==> src/core/cpu_flags_pkg.sv <==
package cpu_flags_pkg;

    // Register map, word index on the plain register port
    localparam logic [3:0] PROCESSOR_FLAGS_OFFSET = 4'h0;
    localparam logic [3:0] LAST_RESULT_OFFSET = 4'h1;

    // Flag positions inside processor_flags
    localparam int CARRY_BIT = 0;
    localparam int NIBBLE_CARRY_BIT = 1;
    localparam int RESULT_NULL_BIT = 2;
    localparam int SIGNED_RANGE_BIT = 3;
    localparam int SLEEP_ENTERED_BIT = 4;
    localparam int WATCHDOG_EXPIRED_BIT = 5;
    localparam int COMPOUND_NULL_BIT = 6;
    localparam int SIGN_XOR_BIT = 7;

    // Reset values; arithmetic flags are undefined, held at zero here
    localparam logic [7:0] PROCESSOR_FLAGS_RESET = 8'h00;
    localparam logic [7:0] LAST_RESULT_RESET = 8'h00;
    localparam logic [7:0] READ_DATA_IDLE = 8'h00;

    // Bits software may write
    localparam logic [7:0] SOFTWARE_WRITE_MASK = 8'hcf;

    // Operation codes presented by the execution logic
    typedef enum logic [3:0] {
        OP_NONE = 4'h0,
        OP_ADD = 4'h1,
        OP_ADC = 4'h2,
        OP_SUB = 4'h3,
        OP_SBC = 4'h4,
        OP_AND = 4'h5,
        OP_OR = 4'h6,
        OP_XOR = 4'h7,
        OP_RLC = 4'h8,
        OP_RRC = 4'h9
    } alu_op_t;

endpackage

==> src/core/carry_chain_adder.sv <==
`timescale 1ns/1ps

// 8-bit adder that exposes the nibble carry and the carries into and out of the top bit
module carry_chain_adder #(
    parameter int WIDTH = 8
) (
    input wire logic [WIDTH-1:0] addend_a,
    input wire logic [WIDTH-1:0] addend_b,
    input wire logic carry_in,
    output logic [WIDTH-1:0] sum,
    output logic nibble_carry,
    output logic carry_into_msb,
    output logic carry_out
);

    initial begin
        if (WIDTH < 8) begin
            $error("carry_chain_adder needs at least 8 bits");
        end
    end

    logic [4:0] low_sum;
    logic [WIDTH-1:0] low_part_sum;
    logic [WIDTH:0] full_sum;

    // Partial sums give the intermediate carries without a ripple model
    always_comb begin
        low_sum = {1'b0, addend_a[3:0]} + {1'b0, addend_b[3:0]} + {4'h0, carry_in};
        low_part_sum = {1'b0, addend_a[WIDTH-2:0]} + {1'b0, addend_b[WIDTH-2:0]}
            + {{(WIDTH-1){1'b0}}, carry_in};
        full_sum = {1'b0, addend_a} + {1'b0, addend_b} + {{WIDTH{1'b0}}, carry_in};
        sum = full_sum[WIDTH-1:0];
        nibble_carry = low_sum[4];
        carry_into_msb = low_part_sum[WIDTH-1];
        carry_out = full_sum[WIDTH];
    end

endmodule // carry_chain_adder

==> src/core/cpu_status_flags.sv <==
`timescale 1ns/1ps

// Contract
// - Carry set on add carry or sub no-borrow
// - Rotate-through-carry uses and updates carry
// - Nibble carry from low nibble carry/no-borrow
// - Null flag set on zero result of arithmetic and logic ops; rotates leave it
// - Signed range flag is carry7 xor carry8
// - Sleep flag cleared by power-up/kick, set by sleep
// - Watchdog flag cleared by power-up/kick/sleep, set on timeout
// - Software writes never touch watchdog and sleep flags
// - Sign-xor flag is range flag xor result msb
// - No automatic save on interrupt or call
// - Eight-bit register; watchdog/sleep flags reset zero
// - Compound null per class; sub equals null flag
module cpu_status_flags
    import cpu_flags_pkg::*;
#(
    parameter int ADDR_WIDTH = 4
) (
    input wire logic clk,
    input wire logic rstn,
    input wire logic [ADDR_WIDTH-1:0] reg_addr,
    input wire logic [7:0] reg_wdata,
    input wire logic reg_we,
    input wire logic reg_re,
    output logic [7:0] reg_rdata,
    input wire logic op_valid,
    input wire cpu_flags_pkg::alu_op_t op_code,
    input wire logic [7:0] op_a,
    input wire logic [7:0] op_b,
    output logic [7:0] result_out,
    output logic result_valid,
    input wire logic kick_watchdog_instr,
    input wire logic sleep_instr,
    input wire logic watchdog_timeout,
    output logic [7:0] flags_out
);
    import cpu_flags_pkg::*;

    // Refuse address widths the 16-bit compare cannot serve
    initial begin
        if (ADDR_WIDTH < 1 || ADDR_WIDTH > 16) begin
            $error("cpu_status_flags: ADDR_WIDTH must lie in 1..16");
        end
    end

    ////////////////////////////////////////////////////////////////////////////////
    // Decoding helpers

    // Address match against a 4-bit map index, wider upper bits must be zero
    function automatic logic addr_hit(input logic [ADDR_WIDTH-1:0] addr,
                                      input logic [3:0] offset);
        logic [15:0] wide_addr;
        wide_addr = 16'h0000;
        wide_addr[ADDR_WIDTH-1:0] = addr;
        return wide_addr == {12'h000, offset};
    endfunction

    // Subtract-type operations share the inverted-operand adder path
    function automatic logic is_subtract(input alu_op_t code);
        return (code == OP_SUB) || (code == OP_SBC);
    endfunction

    // Classes that rewrite the full arithmetic flag set
    function automatic logic is_arith(input alu_op_t code);
        return (code == OP_ADD) || (code == OP_ADC) || is_subtract(code);
    endfunction

    ////////////////////////////////////////////////////////////////////////////////
    // State

    logic [7:0] flags_reg;
    logic [7:0] flags_next;
    logic [7:0] result_reg;
    logic [7:0] result_next;
    logic result_valid_reg;
    logic result_valid_next;
    logic [7:0] rdata_reg;
    logic [7:0] rdata_next;

    ////////////////////////////////////////////////////////////////////////////////
    // Arithmetic path

    logic [7:0] adder_b;
    logic adder_cin;
    logic [7:0] adder_sum;
    logic adder_c4;
    logic adder_c7;
    logic adder_c8;

    // Carry set means no borrow, so SBC feeds the stored carry straight
    // in and a multi-byte subtract needs no inversion in software
    // Subtraction as a plus not-b plus carry, so carry out means no borrow
    always_comb begin
        adder_b = op_b;
        adder_cin = 1'b0;
        // Plain add with no carry in unless decoded below
        unique case (op_code)
            OP_ADC: begin
                adder_cin = flags_reg[CARRY_BIT];
            end
            OP_SUB: begin
                adder_b = ~op_b;
                adder_cin = 1'b1;
            end
            OP_SBC: begin
                adder_b = ~op_b;
                adder_cin = flags_reg[CARRY_BIT];
            end
            default: begin
                adder_b = op_b;
                adder_cin = 1'b0;
            end
        endcase
    end

    // One shared adder serves add, subtract and their carry variants
    carry_chain_adder #(
        .WIDTH(8)
    ) u_adder (
        .addend_a(op_a),
        .addend_b(adder_b),
        .carry_in(adder_cin),
        .sum(adder_sum),
        .nibble_carry(adder_c4),
        .carry_into_msb(adder_c7),
        .carry_out(adder_c8)
    );

    ////////////////////////////////////////////////////////////////////////////////
    // Operation result and flag outcome

    // Decoded per operation, merged into the flags under op_touch
    logic [7:0] op_result;
    logic [7:0] op_flags;
    logic [7:0] op_touch;
    logic op_range;

    // Each operation class names the flags it rewrites in op_touch
    always_comb begin
        op_result = adder_sum;
        op_flags = flags_reg;
        op_touch = 8'h00;
        op_range = is_arith(op_code) && (adder_c7 ^ adder_c8);
        unique case (op_code)
            OP_ADD, OP_ADC, OP_SUB, OP_SBC: begin
                op_result = adder_sum;
                op_flags[CARRY_BIT] = adder_c8;
                op_flags[NIBBLE_CARRY_BIT] = adder_c4;
                op_flags[RESULT_NULL_BIT] = (adder_sum == 8'h00);
                op_flags[SIGNED_RANGE_BIT] = op_range;
                op_flags[SIGN_XOR_BIT] = op_range ^ adder_sum[7];
                op_touch[CARRY_BIT] = 1'b1;
                op_touch[NIBBLE_CARRY_BIT] = 1'b1;
                op_touch[RESULT_NULL_BIT] = 1'b1;
                op_touch[SIGNED_RANGE_BIT] = 1'b1;
                op_touch[SIGN_XOR_BIT] = 1'b1;
            end
            OP_AND, OP_OR, OP_XOR: begin
                if (op_code == OP_AND) begin
                    op_result = op_a & op_b;
                end else if (op_code == OP_OR) begin
                    op_result = op_a | op_b;
                end else begin
                    op_result = op_a ^ op_b;
                end
                op_flags[RESULT_NULL_BIT] = (op_result == 8'h00);
                op_touch[RESULT_NULL_BIT] = 1'b1;
            end
            OP_RLC: begin
                // Carry sits as a ninth bit below bit 0
                op_result = {op_a[6:0], flags_reg[CARRY_BIT]};
                op_flags[CARRY_BIT] = op_a[7];
                op_touch[CARRY_BIT] = 1'b1;
            end
            OP_RRC: begin
                // Mirror image: carry enters at bit 7
                op_result = {flags_reg[CARRY_BIT], op_a[7:1]};
                op_flags[CARRY_BIT] = op_a[0];
                op_touch[CARRY_BIT] = 1'b1;
            end
            default: begin
                // No-op: nothing rewritten
                op_result = result_reg;
                op_touch = 8'h00;
            end
        endcase
        // Plain subtract copies the null flag; with borrow it chains across bytes
        if (op_code == OP_SUB) begin
            op_flags[COMPOUND_NULL_BIT] = op_flags[RESULT_NULL_BIT];
            op_touch[COMPOUND_NULL_BIT] = 1'b1;
        end else if (op_code == OP_SBC) begin
            op_flags[COMPOUND_NULL_BIT] = op_flags[RESULT_NULL_BIT]
                & flags_reg[COMPOUND_NULL_BIT];
            op_touch[COMPOUND_NULL_BIT] = 1'b1;
        end
    end

    ////////////////////////////////////////////////////////////////////////////////
    // Next flag value

    // Strobe decode for the flag register
    logic status_write;
    logic op_active;

    // Operation beats a simultaneous software write on the bits it touches
    always_comb begin
        status_write = reg_we && addr_hit(reg_addr, PROCESSOR_FLAGS_OFFSET);
        op_active = op_valid && (op_code != OP_NONE);
        // Priority, lowest first: hold, write, operation, events
        flags_next = flags_reg;
        if (status_write) begin
            // Masked: watchdog and sleep bits keep their value
            flags_next = (flags_reg & ~SOFTWARE_WRITE_MASK)
                | (reg_wdata & SOFTWARE_WRITE_MASK);
        end
        // Applied after the write so it wins on the bits it rewrites
        if (op_active) begin
            flags_next = (flags_next & ~op_touch) | (op_flags & op_touch);
        end
        // Sleep flag: set wins over a kick in the same cycle
        if (kick_watchdog_instr) begin
            flags_next[SLEEP_ENTERED_BIT] = 1'b0;
        end
        if (sleep_instr) begin
            flags_next[SLEEP_ENTERED_BIT] = 1'b1;
        end
        // Watchdog flag: a timeout is never lost to a same-cycle clear
        if (kick_watchdog_instr || sleep_instr) begin
            flags_next[WATCHDOG_EXPIRED_BIT] = 1'b0;
        end
        if (watchdog_timeout) begin
            flags_next[WATCHDOG_EXPIRED_BIT] = 1'b1;
        end
    end

    // Only operations, writes and instruction events move the flags;
    // nothing here pushes them on interrupt or call
    always_ff @(posedge clk or negedge rstn) begin
        if (!rstn) begin
            flags_reg <= PROCESSOR_FLAGS_RESET;
        end else begin
            flags_reg <= flags_next;
        end
    end

    ////////////////////////////////////////////////////////////////////////////////
    // Result register

    // Result held so the execution logic samples a stable byte
    always_comb begin
        result_next = result_reg;
        result_valid_next = 1'b0;
        // A refused no-op keeps the old result and raises no valid
        if (op_active) begin
            result_next = op_result;
            result_valid_next = 1'b1;
        end
    end

    // Register stage; valid drops unless a new op was accepted
    always_ff @(posedge clk or negedge rstn) begin
        if (!rstn) begin
            result_reg <= LAST_RESULT_RESET;
            result_valid_reg <= 1'b0;
        end else begin
            result_reg <= result_next;
            result_valid_reg <= result_valid_next;
        end
    end

    ////////////////////////////////////////////////////////////////////////////////
    // Register read port

    // Read data stand only in the cycle after the strobe; idle reads zero
    always_comb begin
        rdata_next = READ_DATA_IDLE;
        if (reg_re) begin
            if (addr_hit(reg_addr, PROCESSOR_FLAGS_OFFSET)) begin
                rdata_next = flags_reg;
            end else if (addr_hit(reg_addr, LAST_RESULT_OFFSET)) begin
                rdata_next = result_reg;
            end else begin
                rdata_next = READ_DATA_IDLE;
            end
        end
    end

    // Registered, so a read never sees a same-cycle update
    always_ff @(posedge clk or negedge rstn) begin
        if (!rstn) begin
            rdata_reg <= READ_DATA_IDLE;
        end else begin
            rdata_reg <= rdata_next;
        end
    end

    ////////////////////////////////////////////////////////////////////////////////
    // Outputs

    // Outputs straight from flip-flops
    assign reg_rdata = rdata_reg;
    assign result_out = result_reg;
    assign result_valid = result_valid_reg;
    assign flags_out = flags_reg;

endmodule // cpu_status_flags

==> config.mk <==
export PLATFORM = sky130hd
export DESIGN_NAME = cpu_status_flags
export DESIGN_NICKNAME = d
export VERILOG_FILES = /design/src/core/cpu_flags_pkg.sv /design/src/core/carry_chain_adder.sv /design/src/core/cpu_status_flags.sv
export SDC_FILE = /design/constraint.sdc
export NUM_CORES = 1
export LEC_CHECK = 0
export BUFFER_PORTS_ARGS = -buffer_cell sky130_fd_sc_hd__buf_2
export CELL_PAD_IN_SITES_DETAIL_PLACEMENT = 0
export CELL_PAD_IN_SITES_GLOBAL_PLACEMENT = 1
export CORE_MARGIN = 4
export CORE_UTILIZATION = 30
export CTS_CLUSTER_SIZE = 8
export DETAILED_ROUTE_END_ITERATION = 6
export GPL_ROUTABILITY_DRIVEN = 0
export GPL_TIMING_DRIVEN = 1
export HOLD_SLACK_MARGIN = 0.12
export PLACE_DENSITY_LB_ADDON = 0.1
export SETUP_SLACK_MARGIN = 0.3
export SLEW_MARGIN = 25
export SYNTH_ARGS = -nofsm -noshare
export SYNTH_HDL_FRONTEND = slang
export SYNTH_SLANG_ARGS = --single-unit
==> constraint.sdc <==
create_clock -name clk -period 3 [get_ports clk]
set_clock_uncertainty 0.1 [all_clocks]
set_input_delay 0.3 -clock clk [delete_from_list [all_inputs] [get_ports clk]]
set_output_delay 0.3 -clock clk [all_outputs]
set_load 0.1 [all_outputs]
-- Yosys cells after proc, flatten, opt, wreduce, memory -nomap -nowiden
Index checks and enable logic that the tools add are counted.
- bits in registers: 25
- input bits: 40
- output and inout port bits: 25
- word-level logic and storage cells: 79
- $add $sub $neg: 6
- eq/ne operators: 10
- muxes and demuxes: 28
- bitwise operators: 12
- reductions and logical operators: 19
- operators by type and width (kind ; count):
    $mux 8 ; 9
    $pmux 8 s4 ; 1
    $and 8x8->8 ; 3
    $eq 4x3->1 const B ; 4
    $logic_not 8->1 ; 2
    $not 8->8 ; 2
    $or 8x8->8 ; 2
    $mux 1 ; 15
    $add 8x8->9 ; 1
    $add 9x1->9 ; 1
    $add 7x7->8 ; 1
    $add 8x1->8 ; 1
    $eq 4x1->1 const B ; 2
    $eq 4x2->1 const B ; 2
    $eq 4x4->1 const B ; 2
    $or 6x8->8 ; 1
    $reduce_bool 4->1 ; 2
    $xor 8x8->8 ; 1
    $reduce_or 7->1 ; 1
    $reduce_or 6->1 ; 1
    $add 4x4->5 ; 1
    $add 5x1->5 ; 1
    $logic_not 4->1 ; 1
    $logic_or 1x1->1 ; 4
    9 further kinds ; 14

-- Depth between registers and ports, before layout
- depth in word-level cells: 15
- gate-level depth with buffers: 14
- gate-level depth less buffers: 13

-- Hierarchy
Synthesis repeated with hierarchy kept, for this count alone.
- cells, all modules: 325
- area, all modules: 2572.5 um2
- modules (own cells, without submodules) (module ; times used ; cells an instance ; area each (um2) ; seq. area each (um2)):
    cpu_status_flags ; 1 ; 287 ; 2240.9 ; 625.6
    carry_chain_adder ; 1 ; 38 ; 331.6 ; 0.0

-- Least setup slack after synthesis
No wires, ideal clock.
- kind: input-to-reg
- start: input op_code[0]
- end: register with a tool-made name
- arrival time: 3974 ps
- setup slack: -1177 ps
- stages: 12
- cells stage by stage: clkbuf_1 -> nor2_1 -> a22oi_1 -> nor2_1 -> xnor2_1 -> fa_1 -> fa_1 -> xor2_1 -> or4_1 -> or3_1 -> or3_1 -> o41ai_2
- RTL lines (what ; RTL line ; text):
    start: declaration ; cpu_status_flags.sv:29 ; input wire cpu_flags_pkg::alu_op_t op_code,

==> metrics.md <==
| Metric | Value |
|---|---|
| Outcome | `finished, violations left` |
| Failing checks | `setup timing` |
| HPWL after DPL | `6.33 mm` |
| Syn_nets | `350` |
| Die footprint | `9390 um^2` |
| Comb power frac | `61.5%` |
| Later-pin clock latency in the skew report | `0.27 ns` |
| Synth cell count leaders | `nor2_1 (31), dfrtp_1 (25), o21ai_0 (24)` |
| Clock Power Share | `12.3%` |
| Setup ws final | `-0.0450 ns` |
| Static leakage | `1.59 nW` |
| Ys async rst share | `100%` |
| Vias in the first global route | `2,409` |
| Drt pass-1 iters | `5` |
| Top cell type's share of synthesized area | `26.4%` |
| Setup TNS | `-0.0450 ns` |
| Max Buffers Root-to-Sink | `2` |
| Switch Pwr | `0.000863 W` |
| Starting Density | `30.8%` |
| Crit path DAT | `3.12 ns` |
| Drt total wl | `7.87 mm` |
| FMAX | `328 MHz` |
| Minimum clock period | `3.04 ns` |
| CTS Buf Count | `3` |
| Synth area leaders | `dfrtp_1 (26%), ha_1 (12%), mux2i_1 (7.6%)` |
| Cells along the critical path | `o21ai_2 -> a21oi_2 -> fa_2 -> fa_2 -> xor2_2 -> or4_4 -> or3_4 -> or3_4 -> o41ai_2` |
| Initial DRC count | `95` |
| Vias per std cell | `5.03` |
| Net Sw Frac | `52.3%` |
| # rows | `32` |
| First-pass GRT wire length | `12.7 mm` |
| Final setup violation count | `1` |
| Grt total ovfl | `0` |
| Core area | `7690 um^2` |
| Yosys warnings | `0` |
| Top-count cell post-synth | `nor2_1` |
| Antenna violations before repair | `0` |
| Peak supply drop | `0.199 mV` |
| Leading area contributor after synthesis | `dfrtp_1` |
| DR vias | `2,386` |
| P per Cell Area | `500 nW/um^2` |
| HP Class | `primary input to flip-flop` |
| Die X | `96.9 um` |
| Unique masters post-synth | `52` |
| Worst Path Required | `3.08 ns` |
| CTS root buf | `clkbuf_8` |
| Unrepaired setup endpoints after global routing | `true` |
| Mapped Area | `2370 um^2` |
| Internal | `0.000787 W` |
| Post-synth EDFFs | `0` |
| Reg power frac | `26.2%` |
| Crit path max fanout | `4` |
| Port bufs | `62` |
| Routed WL per cell | `16.6 um` |
| Maxcap violations | `0` |
| Crit path kind | `flip-flop to flip-flop` |
| P&R area growth vs syn | `39.3%` |
| H-tree levels | `1` |
| Mean post-synth cell area | `8.32 um^2` |
| Least-Margin Pin Slew | `0.980 ns` |
| CTS tree | `done` |
| Total GRT Usage | `16.5%` |
| Critical Path Source Type | `flip-flop` |
| Clock sinks | `25` |
| Register area share after synthesis | `26.4%` |
| Synth Flop Type | `dfrtp_1` |
| Nets | `438` |
| Relative slew slack | `34.2%` |
| Clock transition at path regs | `0.09 ns` |
| Worst path max stage delay | `0.44 ns` |
| Crit-path slowest cell | `dfrtp_2` |
| Pin count of the biggest net entering global routing | `38` |
| Post-route ant nets | `0` |
| Slew Limit Fails | `0` |
| Post-route clock period utilization | `101%` |
| N_diodes | `0` |
| Yosys reg bits | `25` |
| I/O pin total | `65` |
| Crit. End Element | `flip-flop` |
| Hold Fails Final Rpt | `0` |
| Post-Synthesis Cells | `285` |
| DR DRC count | `0` |
| Die Y | `96.9 um` |
| Worst Hold Slack | `0.202 ns` |
| Fraction of layout cells with a size suffix above 1 | `36.8%` |
-- critical path: cells and delay by family (launching register included) --
| family | cells | cell delay, ns |
|---|---|---|
| adders and majority gates | 2 | 0.76 |
| xor gates and xnor gates | 1 | 0.17 |
| AOI/OAI and AO/OA | 3 | 0.40 |
| DFF | 1 | 0.44 |
| and+or+nand+nor | 3 | 1.08 |
-- repair_timing --
action                                 CTS  global route
pin swaps                                8            16
cloned                                   0             0
hold buffers                             3             0
setup buffers                            1             5
setup endpoints to repair                9             9
resized for setup                       15            26
endpoints found under the hold margin   27             0
-- cell usage in the layout (no fill, tap or decap), types with 5 or more instances in the layout --
cell type  synthesis  final
a21oi_1           16     11
a21oi_2            0      5
buf_2              1     60
buf_4              0     30
dfrtp_1           25     24
ha_1              23     21
inv_1             23     22
mux2i_1           18     18
nand2_1           19     19
nand2b_1           5      5
nor2_1            31     27
o21ai_0           24     18
o21ai_1            1      6
xnor2_1           12      6
xnor2_2            0      5
-- final cells by class --
cell class              instances  area (um^2)
flip-flops and latches         25          627
repair buffers                 95          586
inverters                      23         91.3
clock buffers                   3         41.3
clock inverters                 1         7.51
multi-input cells             225         1820
fillers                       820         4380
well taps                     102          128
-- path summary, 6_finish.rpt --
path                                       to           startpoint  slack [ns]  cells past startpoint
worst max-delay path                flip-flop         flags_out[0]       -0.04                      9
worst min-delay path             flags_out[4]  kick_watchdog_instr        0.20                      3
worst max register to register      flip-flop         flags_out[0]       -0.04                      9
worst min register to register   flags_out[5]         flags_out[5]        0.41                      1
max in group asynchronous        flags_out[0]                 rstn        1.96                      2
min in group asynchronous       result_out[5]                 rstn        0.45                      2
-- through the flow --
| step | instances | cell area, um^2 | setup WS [ns] | total power [W] | utilization [%] |
|---|---|---|---|---|---|
| global placement | 461 | 2990 | -0.386 | 0.00137 | 38.8 |
| CTS | 469 | 3130 | -0.104 | 0.00160 | 40.8 |
| finish | 474 | 3300 | -0.0450 | 0.00165 | 43.0 |
| floorplan | 285 | 2470 | -0.452 | 0.00113 | - |
| global route | 474 | 3300 | -0.144 | 0.00175 | 43.0 |
| detailed placement | 461 | 2990 | -0.436 | 0.00137 | 38.8 |
-- kinds of logic after synthesis --
| kind of cell | after synthesis | synth area share [%] |
|---|---|---|
| compound gates | 83 | 23.4 |
| xor+xnor | 15 | 5.54 |
| fa+ha+maj | 25 | 13.8 |
| buf+inv | 35 | 5.91 |
| flops | 25 | 26.4 |
| mux | 20 | 8.55 |
| simple gates | 82 | 16.4 |
-- power by group through the flow --
| stage | registers, W | logic, W | clock network [W] |
|---|---|---|---|
| floorplan | 0.000822 | 0.000311 | 0 |
| global placement | 0.000440 | 0.000927 | 0 |
| detailed placement | 0.000441 | 0.000928 | 0 |
| CTS | 0.000434 | 0.000956 | 0.000212 |
| global route | 0.000444 | 0.00108 | 0.000225 |
| finish | 0.000432 | 0.00102 | 0.000202 |
-- layer usage --
layer	vias up	global-route usage (%)	wire length (um)
met4	0	5.51	155
li1	1196	-	-
met3	13	2.67	363
met2	69	27.9	3770
met5	-	0	0
met1	1108	21.4	3570
(Power assumes the default switching activity.)
